<file path="src/hdl/cnmt_pkg.sv">
// Package with constants, states and carrier types for the network-management slave.
package cnmt_pkg;

  // Command codes carried in the first data byte of a command frame.
  localparam logic [7:0] CMD_START = 8'h01;
  localparam logic [7:0] CMD_STOP = 8'h02;
  localparam logic [7:0] CMD_PREOP = 8'h80;
  localparam logic [7:0] CMD_RESET_NODE = 8'h81;
  localparam logic [7:0] CMD_RESET_COMM = 8'h82;

  // Frame identifier reserved for command frames, and the broadcast node identifier.
  localparam logic [10:0] CMD_FRAME_ID = 11'h000;
  localparam logic [6:0] BROADCAST_ID = 7'h00;

  // Reactions to a communication error.
  localparam logic [7:0] REACT_PREOP = 8'h00;
  localparam logic [7:0] REACT_KEEP = 8'h01;
  localparam logic [7:0] REACT_STOP = 8'h02;
  localparam logic [7:0] REACT_RESET = 8'h00;

  // State codes reported in guarding replies and heartbeats.
  localparam logic [6:0] CODE_BOOT = 7'h00;
  localparam logic [6:0] CODE_STOPPED = 7'h04;
  localparam logic [6:0] CODE_OPER = 7'h05;
  localparam logic [6:0] CODE_PREOP = 7'h7f;

  // Field positions inside a received frame payload.
  localparam int CMD_BYTE_LSB = 0;
  localparam int NODE_BYTE_LSB = 8;

  // Initialisation time and its count of 25 ns cycles.
  localparam int CLK_HZ = 40_000_000;
  localparam int INIT_TIME_NS = 1000;
  localparam int INIT_CYCLES = (INIT_TIME_NS * (CLK_HZ / 1_000_000) + 999) / 1000;

  // Node states.
  typedef enum logic [2:0] {
    CNMT_INIT_NODE = 3'b000,
    CNMT_INIT_COMM = 3'b001,
    CNMT_PREOP = 3'b010,
    CNMT_OPER = 3'b011,
    CNMT_STOPPED = 3'b100
  } cnmt_state_t;

  // A received frame as handed over by the CAN controller.
  typedef struct packed {
    logic [10:0] id;
    logic [3:0] dlc;
    logic [15:0] data;
  } cnmt_frame_t;

  // Communication errors that trigger the configured reaction.
  typedef struct packed {
    logic bus_off;
    logic life_guard;
    logic hb_timeout;
  } cnmt_err_t;

  // Services that the current state lets through.
  typedef struct packed {
    logic sdo;
    logic emcy;
    logic sync;
    logic guard;
    logic pdo;
  } cnmt_allow_t;

endpackage : cnmt_pkg

</file>
<file path="src/hdl/cnmt_decode.sv">
// Command frame decoder: filters the identifier and the node address.
module cnmt_decode (
  input wire logic clk,
  input wire logic reset,
  input wire logic frame_valid,
  input wire cnmt_pkg::cnmt_frame_t frame,
  input wire logic [6:0] node_id,
  output logic cmd_valid,
  output logic [7:0] cmd_code
);

  logic valid_q;
  logic valid_d;
  logic [7:0] code_q;
  logic [7:0] code_d;
  logic [7:0] node_byte;
  logic known;

  // Only frames of at least two bytes on the command identifier addressed to us or to all are passed on.
  always_comb begin
    node_byte = frame.data[cnmt_pkg::NODE_BYTE_LSB +: 8];
    code_d = frame.data[cnmt_pkg::CMD_BYTE_LSB +: 8];
    known = (code_d == cnmt_pkg::CMD_START) || (code_d == cnmt_pkg::CMD_STOP) ||
            (code_d == cnmt_pkg::CMD_PREOP) || (code_d == cnmt_pkg::CMD_RESET_NODE) ||
            (code_d == cnmt_pkg::CMD_RESET_COMM);
    valid_d = frame_valid && (frame.id == cnmt_pkg::CMD_FRAME_ID)
              && (frame.dlc >= 4'h2)
              && ((node_byte == {1'b0, cnmt_pkg::BROADCAST_ID})
                  || (node_byte == {1'b0, node_id}))
              && known;
  end

  // Register the decoded command so the state machine sees a clean pulse.
  always_ff @(posedge clk or posedge reset) begin
    if (reset) begin
      valid_q <= 1'b0;
      code_q <= 8'h00;
    end else begin
      valid_q <= valid_d;
      code_q <= code_d;
    end
  end

  assign cmd_valid = valid_q;
  assign cmd_code = code_q;

endmodule : cnmt_decode

</file>
<file path="src/hdl/cnmt_slave.sv">
// Network-management slave state machine with service gating and error reaction.
module cnmt_slave #(
  parameter int TPDO_COUNT = 4,
  parameter int INIT_CYCLES = cnmt_pkg::INIT_CYCLES
) (
  input wire logic clk,
  input wire logic reset,
  input wire logic [6:0] node_id,
  input wire logic frame_valid,
  input wire cnmt_pkg::cnmt_frame_t frame,
  input wire logic [7:0] comm_err_reaction,
  input wire logic [TPDO_COUNT-1:0] tpdo_enable,
  input wire cnmt_pkg::cnmt_err_t comm_err,
  input wire logic guard_reply_sent,
  output cnmt_pkg::cnmt_state_t state,
  output cnmt_pkg::cnmt_allow_t allow,
  output logic bootup_send,
  output logic [TPDO_COUNT-1:0] tpdo_send,
  output logic reload_app_params,
  output logic reload_comm_params,
  output logic [7:0] guard_state_byte,
  output logic [7:0] heartbeat_state_byte
);

  // Elaboration check: a zero-length init count or burst vector would leave the counter or outputs meaningless.
  if (TPDO_COUNT < 1 || TPDO_COUNT > 512 || INIT_CYCLES < 1) begin : g_param_check
    $error("cnmt_slave: unsupported parameter values");
  end

  localparam int CW = $clog2(INIT_CYCLES + 1);

  cnmt_pkg::cnmt_state_t state_q;
  cnmt_pkg::cnmt_state_t state_d;
  logic [CW-1:0] cnt_q;
  logic [CW-1:0] cnt_d;
  logic boot_q;
  logic boot_d;
  logic [TPDO_COUNT-1:0] tpdo_q;
  logic [TPDO_COUNT-1:0] tpdo_d;
  logic app_q;
  logic app_d;
  logic comm_q;
  logic comm_d;
  logic toggle_q;
  logic toggle_d;
  logic [7:0] gbyte_q;
  logic [7:0] gbyte_d;
  logic [7:0] hbyte_q;
  logic [7:0] hbyte_d;
  logic [7:0] react_q;
  logic [7:0] react_d;
  logic cmd_valid;
  logic [7:0] cmd_code;
  logic err_any;

  // Maps a state to the code reported on the network.
  function automatic logic [6:0] state_code(input cnmt_pkg::cnmt_state_t s);
    logic [6:0] c;
    c = cnmt_pkg::CODE_BOOT;
    unique case (s)
      cnmt_pkg::CNMT_PREOP: c = cnmt_pkg::CODE_PREOP;
      cnmt_pkg::CNMT_OPER: c = cnmt_pkg::CODE_OPER;
      cnmt_pkg::CNMT_STOPPED: c = cnmt_pkg::CODE_STOPPED;
      default: c = cnmt_pkg::CODE_BOOT;
    endcase
    return c;
  endfunction : state_code

  cnmt_decode u_decode (
    .clk(clk),
    .reset(reset),
    .frame_valid(frame_valid),
    .frame(frame),
    .node_id(node_id),
    .cmd_valid(cmd_valid),
    .cmd_code(cmd_code)
  );

  assign err_any = comm_err.bus_off | comm_err.life_guard | comm_err.hb_timeout;

  // Next state: commands win over an error reaction in the same cycle, since they are explicit.
  always_comb begin
    state_d = state_q;
    cnt_d = cnt_q;
    boot_d = 1'b0;
    tpdo_d = '0;
    app_d = 1'b0;
    comm_d = 1'b0;
    react_d = react_q;
    unique case (state_q)
      cnmt_pkg::CNMT_INIT_NODE, cnmt_pkg::CNMT_INIT_COMM: begin
        if (cnt_q == CW'(INIT_CYCLES - 1)) begin
          state_d = cnmt_pkg::CNMT_PREOP;
          boot_d = 1'b1;
          cnt_d = '0;
        end else begin
          cnt_d = cnt_q + CW'(1);
        end
      end
      default: begin
        if (cmd_valid) begin
          unique case (cmd_code)
            cnmt_pkg::CMD_START: begin
              if (state_q != cnmt_pkg::CNMT_OPER) begin
                state_d = cnmt_pkg::CNMT_OPER;
              end
            end
            cnmt_pkg::CMD_STOP: state_d = cnmt_pkg::CNMT_STOPPED;
            cnmt_pkg::CMD_PREOP: state_d = cnmt_pkg::CNMT_PREOP;
            cnmt_pkg::CMD_RESET_NODE: begin
              state_d = cnmt_pkg::CNMT_INIT_NODE;
              app_d = 1'b1;
              comm_d = 1'b1;
              cnt_d = '0;
            end
            cnmt_pkg::CMD_RESET_COMM: begin
              state_d = cnmt_pkg::CNMT_INIT_COMM;
              comm_d = 1'b1;
              cnt_d = '0;
            end
            default: state_d = state_q;
          endcase
        end else if (err_any) begin
          if (react_q == cnmt_pkg::REACT_PREOP) begin
            state_d = cnmt_pkg::CNMT_PREOP;
          end else if (react_q == cnmt_pkg::REACT_STOP) begin
            state_d = cnmt_pkg::CNMT_STOPPED;
          end
        end
        if (state_d == cnmt_pkg::CNMT_OPER && state_q != cnmt_pkg::CNMT_OPER) begin
          tpdo_d = tpdo_enable;
        end
      end
    endcase
    // The reaction code is sampled during initialisation so it tracks the configured value.
    if (state_q == cnmt_pkg::CNMT_INIT_NODE || state_q == cnmt_pkg::CNMT_INIT_COMM) begin
      react_d = comm_err_reaction;
    end
  end

  // State registers; reset lands in node initialisation with the default reaction.
  always_ff @(posedge clk or posedge reset) begin
    if (reset) begin
      state_q <= cnmt_pkg::CNMT_INIT_NODE;
      cnt_q <= '0;
      boot_q <= 1'b0;
      tpdo_q <= '0;
      app_q <= 1'b1;
      comm_q <= 1'b1;
      react_q <= cnmt_pkg::REACT_RESET;
    end else begin
      state_q <= state_d;
      cnt_q <= cnt_d;
      boot_q <= boot_d;
      tpdo_q <= tpdo_d;
      app_q <= app_d;
      comm_q <= comm_d;
      react_q <= react_d;
    end
  end

  // Guard reply byte toggles bit 7 after each reply; reinitialisation restarts it at zero.
  always_comb begin
    toggle_d = toggle_q;
    if (state_q == cnmt_pkg::CNMT_INIT_NODE || state_q == cnmt_pkg::CNMT_INIT_COMM) begin
      toggle_d = 1'b0;
    end else if (guard_reply_sent) begin
      toggle_d = ~toggle_q;
    end
    gbyte_d = {toggle_d, state_code(state_d)};
    hbyte_d = {1'b0, state_code(state_d)};
  end

  // Status byte registers.
  always_ff @(posedge clk or posedge reset) begin
    if (reset) begin
      toggle_q <= 1'b0;
      gbyte_q <= 8'h00;
      hbyte_q <= 8'h00;
    end else begin
      toggle_q <= toggle_d;
      gbyte_q <= gbyte_d;
      hbyte_q <= hbyte_d;
    end
  end

  // Service gating per state; heartbeat and guarding survive stopped.
  always_comb begin
    allow = '0;
    unique case (state_q)
      cnmt_pkg::CNMT_PREOP: begin
        allow.sdo = 1'b1;
        allow.emcy = 1'b1;
        allow.sync = 1'b1;
        allow.guard = 1'b1;
        allow.pdo = 1'b0;
      end
      cnmt_pkg::CNMT_OPER: allow = '1;
      cnmt_pkg::CNMT_STOPPED: allow.guard = 1'b1;
      default: allow = '0;
    endcase
  end

  assign state = state_q;
  assign bootup_send = boot_q;
  assign tpdo_send = tpdo_q;
  assign reload_app_params = app_q;
  assign reload_comm_params = comm_q;
  assign guard_state_byte = gbyte_q;
  assign heartbeat_state_byte = hbyte_q;

endmodule : cnmt_slave

</file>
<file path="config.mk">
export PLATFORM = sky130hd
export DESIGN_NAME = cnmt_slave
export DESIGN_NICKNAME = d
export VERILOG_FILES = /design/src/hdl/cnmt_pkg.sv /design/src/hdl/cnmt_decode.sv /design/src/hdl/cnmt_slave.sv
export SDC_FILE = /design/constraint.sdc
export NUM_CORES = 1
export LEC_CHECK = 0
export ABC_CLOCK_PERIOD_IN_PS = 2700
export BUFFER_PORTS_ARGS = -buffer_cell sky130_fd_sc_hd__buf_2
export CAP_MARGIN = 20
export CORE_ASPECT_RATIO = 0.7
export CORE_MARGIN = 2
export CORE_UTILIZATION = 47
export DETAILED_ROUTE_END_ITERATION = 10
export MAX_ROUTING_LAYER = met4
export PLACE_DENSITY = 0.79
export SLEW_MARGIN = 5
export SYNTH_ARGS = -nofsm -noshare
export SYNTH_HDL_FRONTEND = slang
export SYNTH_HIERARCHICAL = 1
export SYNTH_SLANG_ARGS = --single-unit
</file>
<file path="constraint.sdc">
create_clock -name clk -period 2.7 [get_ports clk]
set_clock_uncertainty 0.05 [all_clocks]
set_input_delay 0.135 -clock clk [delete_from_list [all_inputs] [get_ports clk]]
set_output_delay 0.135 -clock clk [all_outputs]
set_load 0.1 [all_outputs]
</file>
==> flow_summary.json, run 1 <==
{
  "setup_tns_ps": 0,
  "clock.fmax_ghz": 0.430,
  "synthMuxAreaShare_pct": 0.998,
  "syn_area_per_cell_um2": 9.55,
  "r2r_cells": 6,
  "cts_tree": "done",
  "grt_max_degree": 29,
  "numCtsBuffers": 5,
  "dp_slack_ps": 352,
  "io-pin-count": 88,
  "grt-ovfl-total": 0,
  "wl_um": 4950,
  "viasPerCell": 5.27,
  "clk_path_buf_depth": 2,
  "drive_gt1_share_pct": 37.1,
  "initial_core_util_pct": 49.9,
  "dp_hpwl_um": 3330,
  "synth_nets": 268,
  "finalMaxSlewViolations": 0,
  "std_cell_rows": 19,
  "slew_headroom_pct": 55.7,
  "die_area_um2": 4810,
  "gp_congestion": 0.865,
  "grt_pass1_wl_um": 7570,
  "worstPathCellList": "or4_4 -> nor4_1 -> mux2i_1 -> o211ai_1 -> a2111oi_2 -> and2_1",
  "wl_per_cell_um": 14.0,
  "yosysUniqueCellTypes": 53,
  "yosys-top-cells-area": "dfrtp_1 44%, nand2_1 6.9%, buf_4 5.6%",
  "slowest_stage": "or4_4",
  "final_common_cell": "buf_2",
  "hold_buffers": 18,
  "diodes": 0,
  "final_cell_mix": "85 x buf_2, 37 x nand2_1, 35 x dfrtp_1",
  "min_period_ps": 2330,
  "numPortBuffers": 85,
  "final_util_pct": 66.4,
  "ir_drop_mv": 0.371,
  "netlist_area_um2": 2010,
  "die_x_um": 82.1,
  "status": "finished clean",
  "tightestPinTransition_ps": 660,
  "die_h_um": 58.7,
  "syn_inst": 210,
  "synth_ff_type": "dfrtp_1",
  "synth-edff-count": 0,
  "grt.total_usage_pct": 21.3,
  "area_growth_pct": 33.1,
  "hold_class": "input port to flop",
  "clk_latency_ps": 290,
  "ys_warn_count": 6,
  "ant_nets": 0,
  "layout.nets": 359,
  "crit_path_start_kind": "flop",
  "drcViolationCount": 0,
  "clk_pin_slew_worst_paths_ps": 70,
  "placed_cells": 326,
  "synth_top_cell_by_area": "dfrtp_1",
  "p_per_area_nw_per_um2": 450,
  "drtPass1Iterations": 4,
  "fin_cells": 354,
  "cts_root_buf": "clkbuf_8",
  "core_um2": 4020,
  "htree_num_levels": 2,
  "ys_ff_latch": 37,
  "max_cap_viol_count": 0,
  "grt_antenna_before_repair": 0,
  "synth_top_family_by_area": "simple AND/OR/NAND/NOR gates",
  "required_ps": 2860,
  "final_hold_viol_count": 0,
  "synth_compound_area_share_pct": 12.8,
  "setup_slack_ps": 373,
  "drt_iter0_drc": 73,
  "worstPathArrival_ps": 2490,
  "seq_area_frac_synth_pct": 46.3,
  "worstSetupEndpointType": "flop",
  "grt_pass1_vias": 1752,
  "cts_resized": 0,
  "synth_top_area_share_pct": 43.7,
  "cp_max_fo": 5,
  "slowest_delay_ps": 560,
  "via_count": 1866,
  "cts.sinks": 37,
  "synth-xor-area-share_pct": 5.24,
  "finalSetupViolations": 0,
  "leakage_nw": 1.23,
  "post_cts_buffers": 0,
  "path_class": "flop to flop",
  "synth_fa_ha_area_share_pct": 0.624,
  "whs_ps": 25.3,
  "fin_crit_sh_pct": 86.2,
  "min_path_cells": 2,
  "rsz0062_at_grt": "false",
  "synthArstFlopShare_pct": 100,
  "synthSimpleGateAreaFrac_pct": 24.0
}
-- flip-flops by register name, indices dropped and copies added (netlist names) --
name                count
react_q                 8
u_decode/cmd_code       8
cnt_q                   6
guard_state_byte        4
tpdo_send               4
state                   3
bootup_send             1
reload_app_params       1
reload_comm_params      1
u_decode/cmd_valid      1
-- through the flow --
step	area [µm²]	total power (W)
floorplan	2020	0.000715
global placement	2350	0.000759
detailed placement	2350	0.000761
CTS	2630	0.00120
global route	2670	0.00125
finish	2670	0.00120
-- layout make-up --
class / count / area [µm²]
fillers: 328 / 1350
flip-flops and latches: 37 / 928
multi-input cells: 143 / 890
repair buffers: 107 / 658
clock buffers: 7 / 96.3
well taps: 52 / 65.1
inverters: 7 / 26.3
clock inverters: 1 / 5.00
-- per-layer routing --
| metal | global-route usage, % | part of all wire, % | up-vias |
|---|---|---|---|
| met5 | - | 0 | - |
| met4 | 6.19 | 0.63 | 0 |
| met3 | 5.21 | 8.1 | 6 |
| met2 | 34.4 | 50 | 90 |
| met1 | 26.9 | 41 | 867 |
| li1 | - | - | 903 |
-- synthesized netlist by cell type (all sizes together), types with 3 or more instances --
cell type and instances:
nand3 4, dfrtp 35, or4 3, a32oi 3, nand4 3, clkbuf 3, nand2 37, nor2 11
nor3 5, o21ai 8, buf 19, inv 7, nor4 11, o31ai 4, a31oi 4, and2 5
or3 3, xor2 9, xnor2 3
-- cell families (layout without fill, tap and decap cells) --
family                     Yosys count  in the layout
buffers and inverters               30            122
other                                1              1
xor gates and xnor gates            12             12
adders and majority gates            1              1
DFF                                 37             37
AOI/OAI and AO/OA                   34             34
and+or+nand+nor                     93             93
muxes                                2              2
-- where the power goes --
part	internal, W	switching, W	leakage (nW)
clock	0.000231	0.000189	0.0542
sequential	0.000568	0.0000153	0.426
combinational	0.0000751	0.000122	0.746
total	0.000874	0.000326	1.23
-- path summary, 6_finish.rpt --
kind	slack (ps)	endpoint	from
max in group asynchronous	1620	reload_app_params	reset
worst max-delay path	370	tpdo_send[1]	react_q[3]
worst min-delay path	30	tpdo_send[2]	tpdo_enable[2]
min in group asynchronous	320	u_decode/cmd_code[4]	reset
worst min register to register	430	react_q[5]	react_q[5]
worst max register to register	370	tpdo_send[1]	react_q[3]
-- worst max-delay path: cells and delay by family, from the launching register on --
family / cells / cell delay, ps
compound gates: 2 / 540
flops: 1 / 380
mux: 1 / 230
simple gates: 3 / 1060
Note: power is estimated with default switching activity, not from simulation.
==> run 2: changes to the inputs <==
--- a/config.mk
+++ b/config.mk
@@ -6,7 +6,7 @@
 export NUM_CORES = 1
 export LEC_CHECK = 0
 export ABC_CLOCK_PERIOD_IN_PS = 2700
-export BUFFER_PORTS_ARGS = -buffer_cell sky130_fd_sc_hd__buf_2
+export BUFFER_PORTS_ARGS = -buffer_cell sky130_fd_sc_hd__buf_4
 export CAP_MARGIN = 20
 export CORE_ASPECT_RATIO = 0.7
 export CORE_MARGIN = 2
==> run 2 against run 1 <==
Net effect:
- sequential share of layout area fell by 2.4 points
- non-clock buffer count rose by 1
- maximum frequency rose by 0.20%
- critical path type unchanged
- critical path depth did not move
- hold slack got worse by 13 ps
- utilization rose by 5.0 points
- global-route usage rose by 1.6 points
- largest power group unchanged
- critical endpoint unchanged
==> flow_summary.json, run 2 (synthesis results as in run 1) <==
{
  "status": "finished clean",
  "min_period_ps": 2320,
  "holdPathEnd": "tpdo_send[2]",
  "path_class": "flop to flop",
  "clock.fmax_ghz": 0.431,
  "path_delay_family": "simple AND/OR/NAND/NOR gates",
  "setup_slack_ps": 378,
  "clk_path_buf_depth": 2,
  "worstPathArrival_ps": 2490,
  "slowest_stage": "or4_4",
  "via_count": 1878,
  "std_cell_rows": 19,
  "viasPerCell": 5.29,
  "rsz0062_at_grt": "false",
  "reg2reg_from": "react_q[3]",
  "setup_tns_ps": 0,
  "finalSetupViolations": 0,
  "ir_drop_mv": 0.348,
  "grt_pass1_vias": 1836,
  "hold_class": "input port to flop",
  "worstPathCellList": "or4_4 -> nor4_1 -> mux2i_1 -> o211ai_1 -> a2111oi_2 -> and2_1",
  "worstSetupEndpointType": "flop",
  "final_cell_mix": "88 x buf_4, 37 x nand2_1, 35 x dfrtp_1",
  "drive_gt1_share_pct": 37.0,
  "dp_hpwl_um": 3460,
  "numPortBuffers": 85,
  "diodes": 0,
  "crit_path_start_kind": "flop",
  "final_common_cell": "buf_4",
  "clk_pin_slew_worst_paths_ps": 80,
  "ant_nets": 0,
  "slowest_delay_ps": 560,
  "timing.reg2reg.setup_slack_ps": 380,
  "gp_congestion": 0.906,
  "core_um2": 4020,
  "grt_max_degree": 28,
  "drt_iter0_drc": 125,
  "dpl-instance-area_um2": 2570,
  "layout.nets": 360,
  "grt.total_usage_pct": 22.9,
  "r2r_cells": 6,
  "cp_max_fo": 5,
  "met2_length_um": 2360,
  "cts_tree": "done",
  "dr.max_layer_used": "met4",
  "drtPass1Iterations": 4,
  "drt-met1-wl_um": 2140,
  "die_x_um": 82.1,
  "leakage_nw": 1.30,
  "cp_num_buf_inv": 0,
  "tightestPinTransition_ps": 582,
  "grt-ovfl-total": 0,
  "numCtsBuffers": 5,
  "htree_num_levels": 2,
  "grt_antenna_before_repair": 0,
  "final_hold_viol_count": 0,
  "fin_crit_sh_pct": 86.0,
  "max_cap_viol_count": 0,
  "initial_core_util_pct": 49.9,
  "regToRegEndpoint": "tpdo_send[1]",
  "cts_root_buf": "clkbuf_8",
  "min_path_cells": 2,
  "wl_per_cell_um": 13.7,
  "finalInstanceArea_um2": 2870,
  "p_per_area_nw_per_um2": 409,
  "grt_pass1_wl_um": 8090,
  "area_growth_pct": 43.1,
  "drcViolationCount": 0,
  "io-pin-count": 88,
  "die_h_um": 58.7,
  "worst_hold_startpoint": "tpdo_enable[2]",
  "finalMaxSlewViolations": 0,
  "p_total_w": 0.00117,
  "slew_headroom_pct": 60.9,
  "final_util_pct": 71.4,
  "dp_slack_ps": 392,
  "wl_um": 4860,
  "die_area_um2": 4810,
  "dr_wl_met3_um": 332,
  "clk_latency_ps": 290,
  "required_ps": 2870,
  "cts.sinks": 37
}
-- run 2: changes by cell type in the layout (fill, tap and decap cells not counted) --
cell	previous run	this run
buf_4	2	88
clkbuf_8	7	5
clkbuf_1	0	1
clkinv_2	1	2
buf_2	85	0
-- run 2: cell type report --
type	count	area, µm²
clock buffer	6	72.6
inverter	7	26.3
sequential	37	928
tap	52	65.1
multi-input combinational	143	890
timing repair buffer	108	878
clock inverter	2	10.0
fill	312	1150
-- run 2: repair_timing --
action                    in CTS  in global routing
hold buffers                  19                  0
resized for setup              0                  0
hold endpoints to repair      27                  0
buffers inserted               0                  0
-- run 2: per-layer routing --
metal  vias up  global-route usage [%]
li1        914                       -
met1       874                    28.1
met2        88                    37.5
met3         2                    8.13
met4         0                    3.33
met5         -                       -
-- run 2: metrics by stage --
stage,hold WS (ps),std cells
4_1_cts,7.57,354
5_1_grt,4.64,355
2_1_floorplan,-87.1,210
6_report,12.4,355
3_5_place_dp,66.3,327
3_3_place_gp,60.4,327
-- run 2: worst max path at each step --
stage                               startpoint            to  depth (start not counted)
final                               react_q[3]  tpdo_send[1]                          6
after global routing      u_decode/cmd_code[3]  tpdo_send[1]                          5
after CTS                           react_q[3]  tpdo_send[1]                          6
after detailed placement            react_q[3]  tpdo_send[1]                          6
after global placement              react_q[3]  tpdo_send[0]                          6
after floorplan                       state[1]      allow[0]                          3
-- run 2: power by group --
| group | internal, W | switching [W] |
|---|---|---|
| logic | 0.000103 | 0.000121 |
| clock network | 0.000179 | 0.000189 |
| registers | 0.000568 | 0.0000155 |
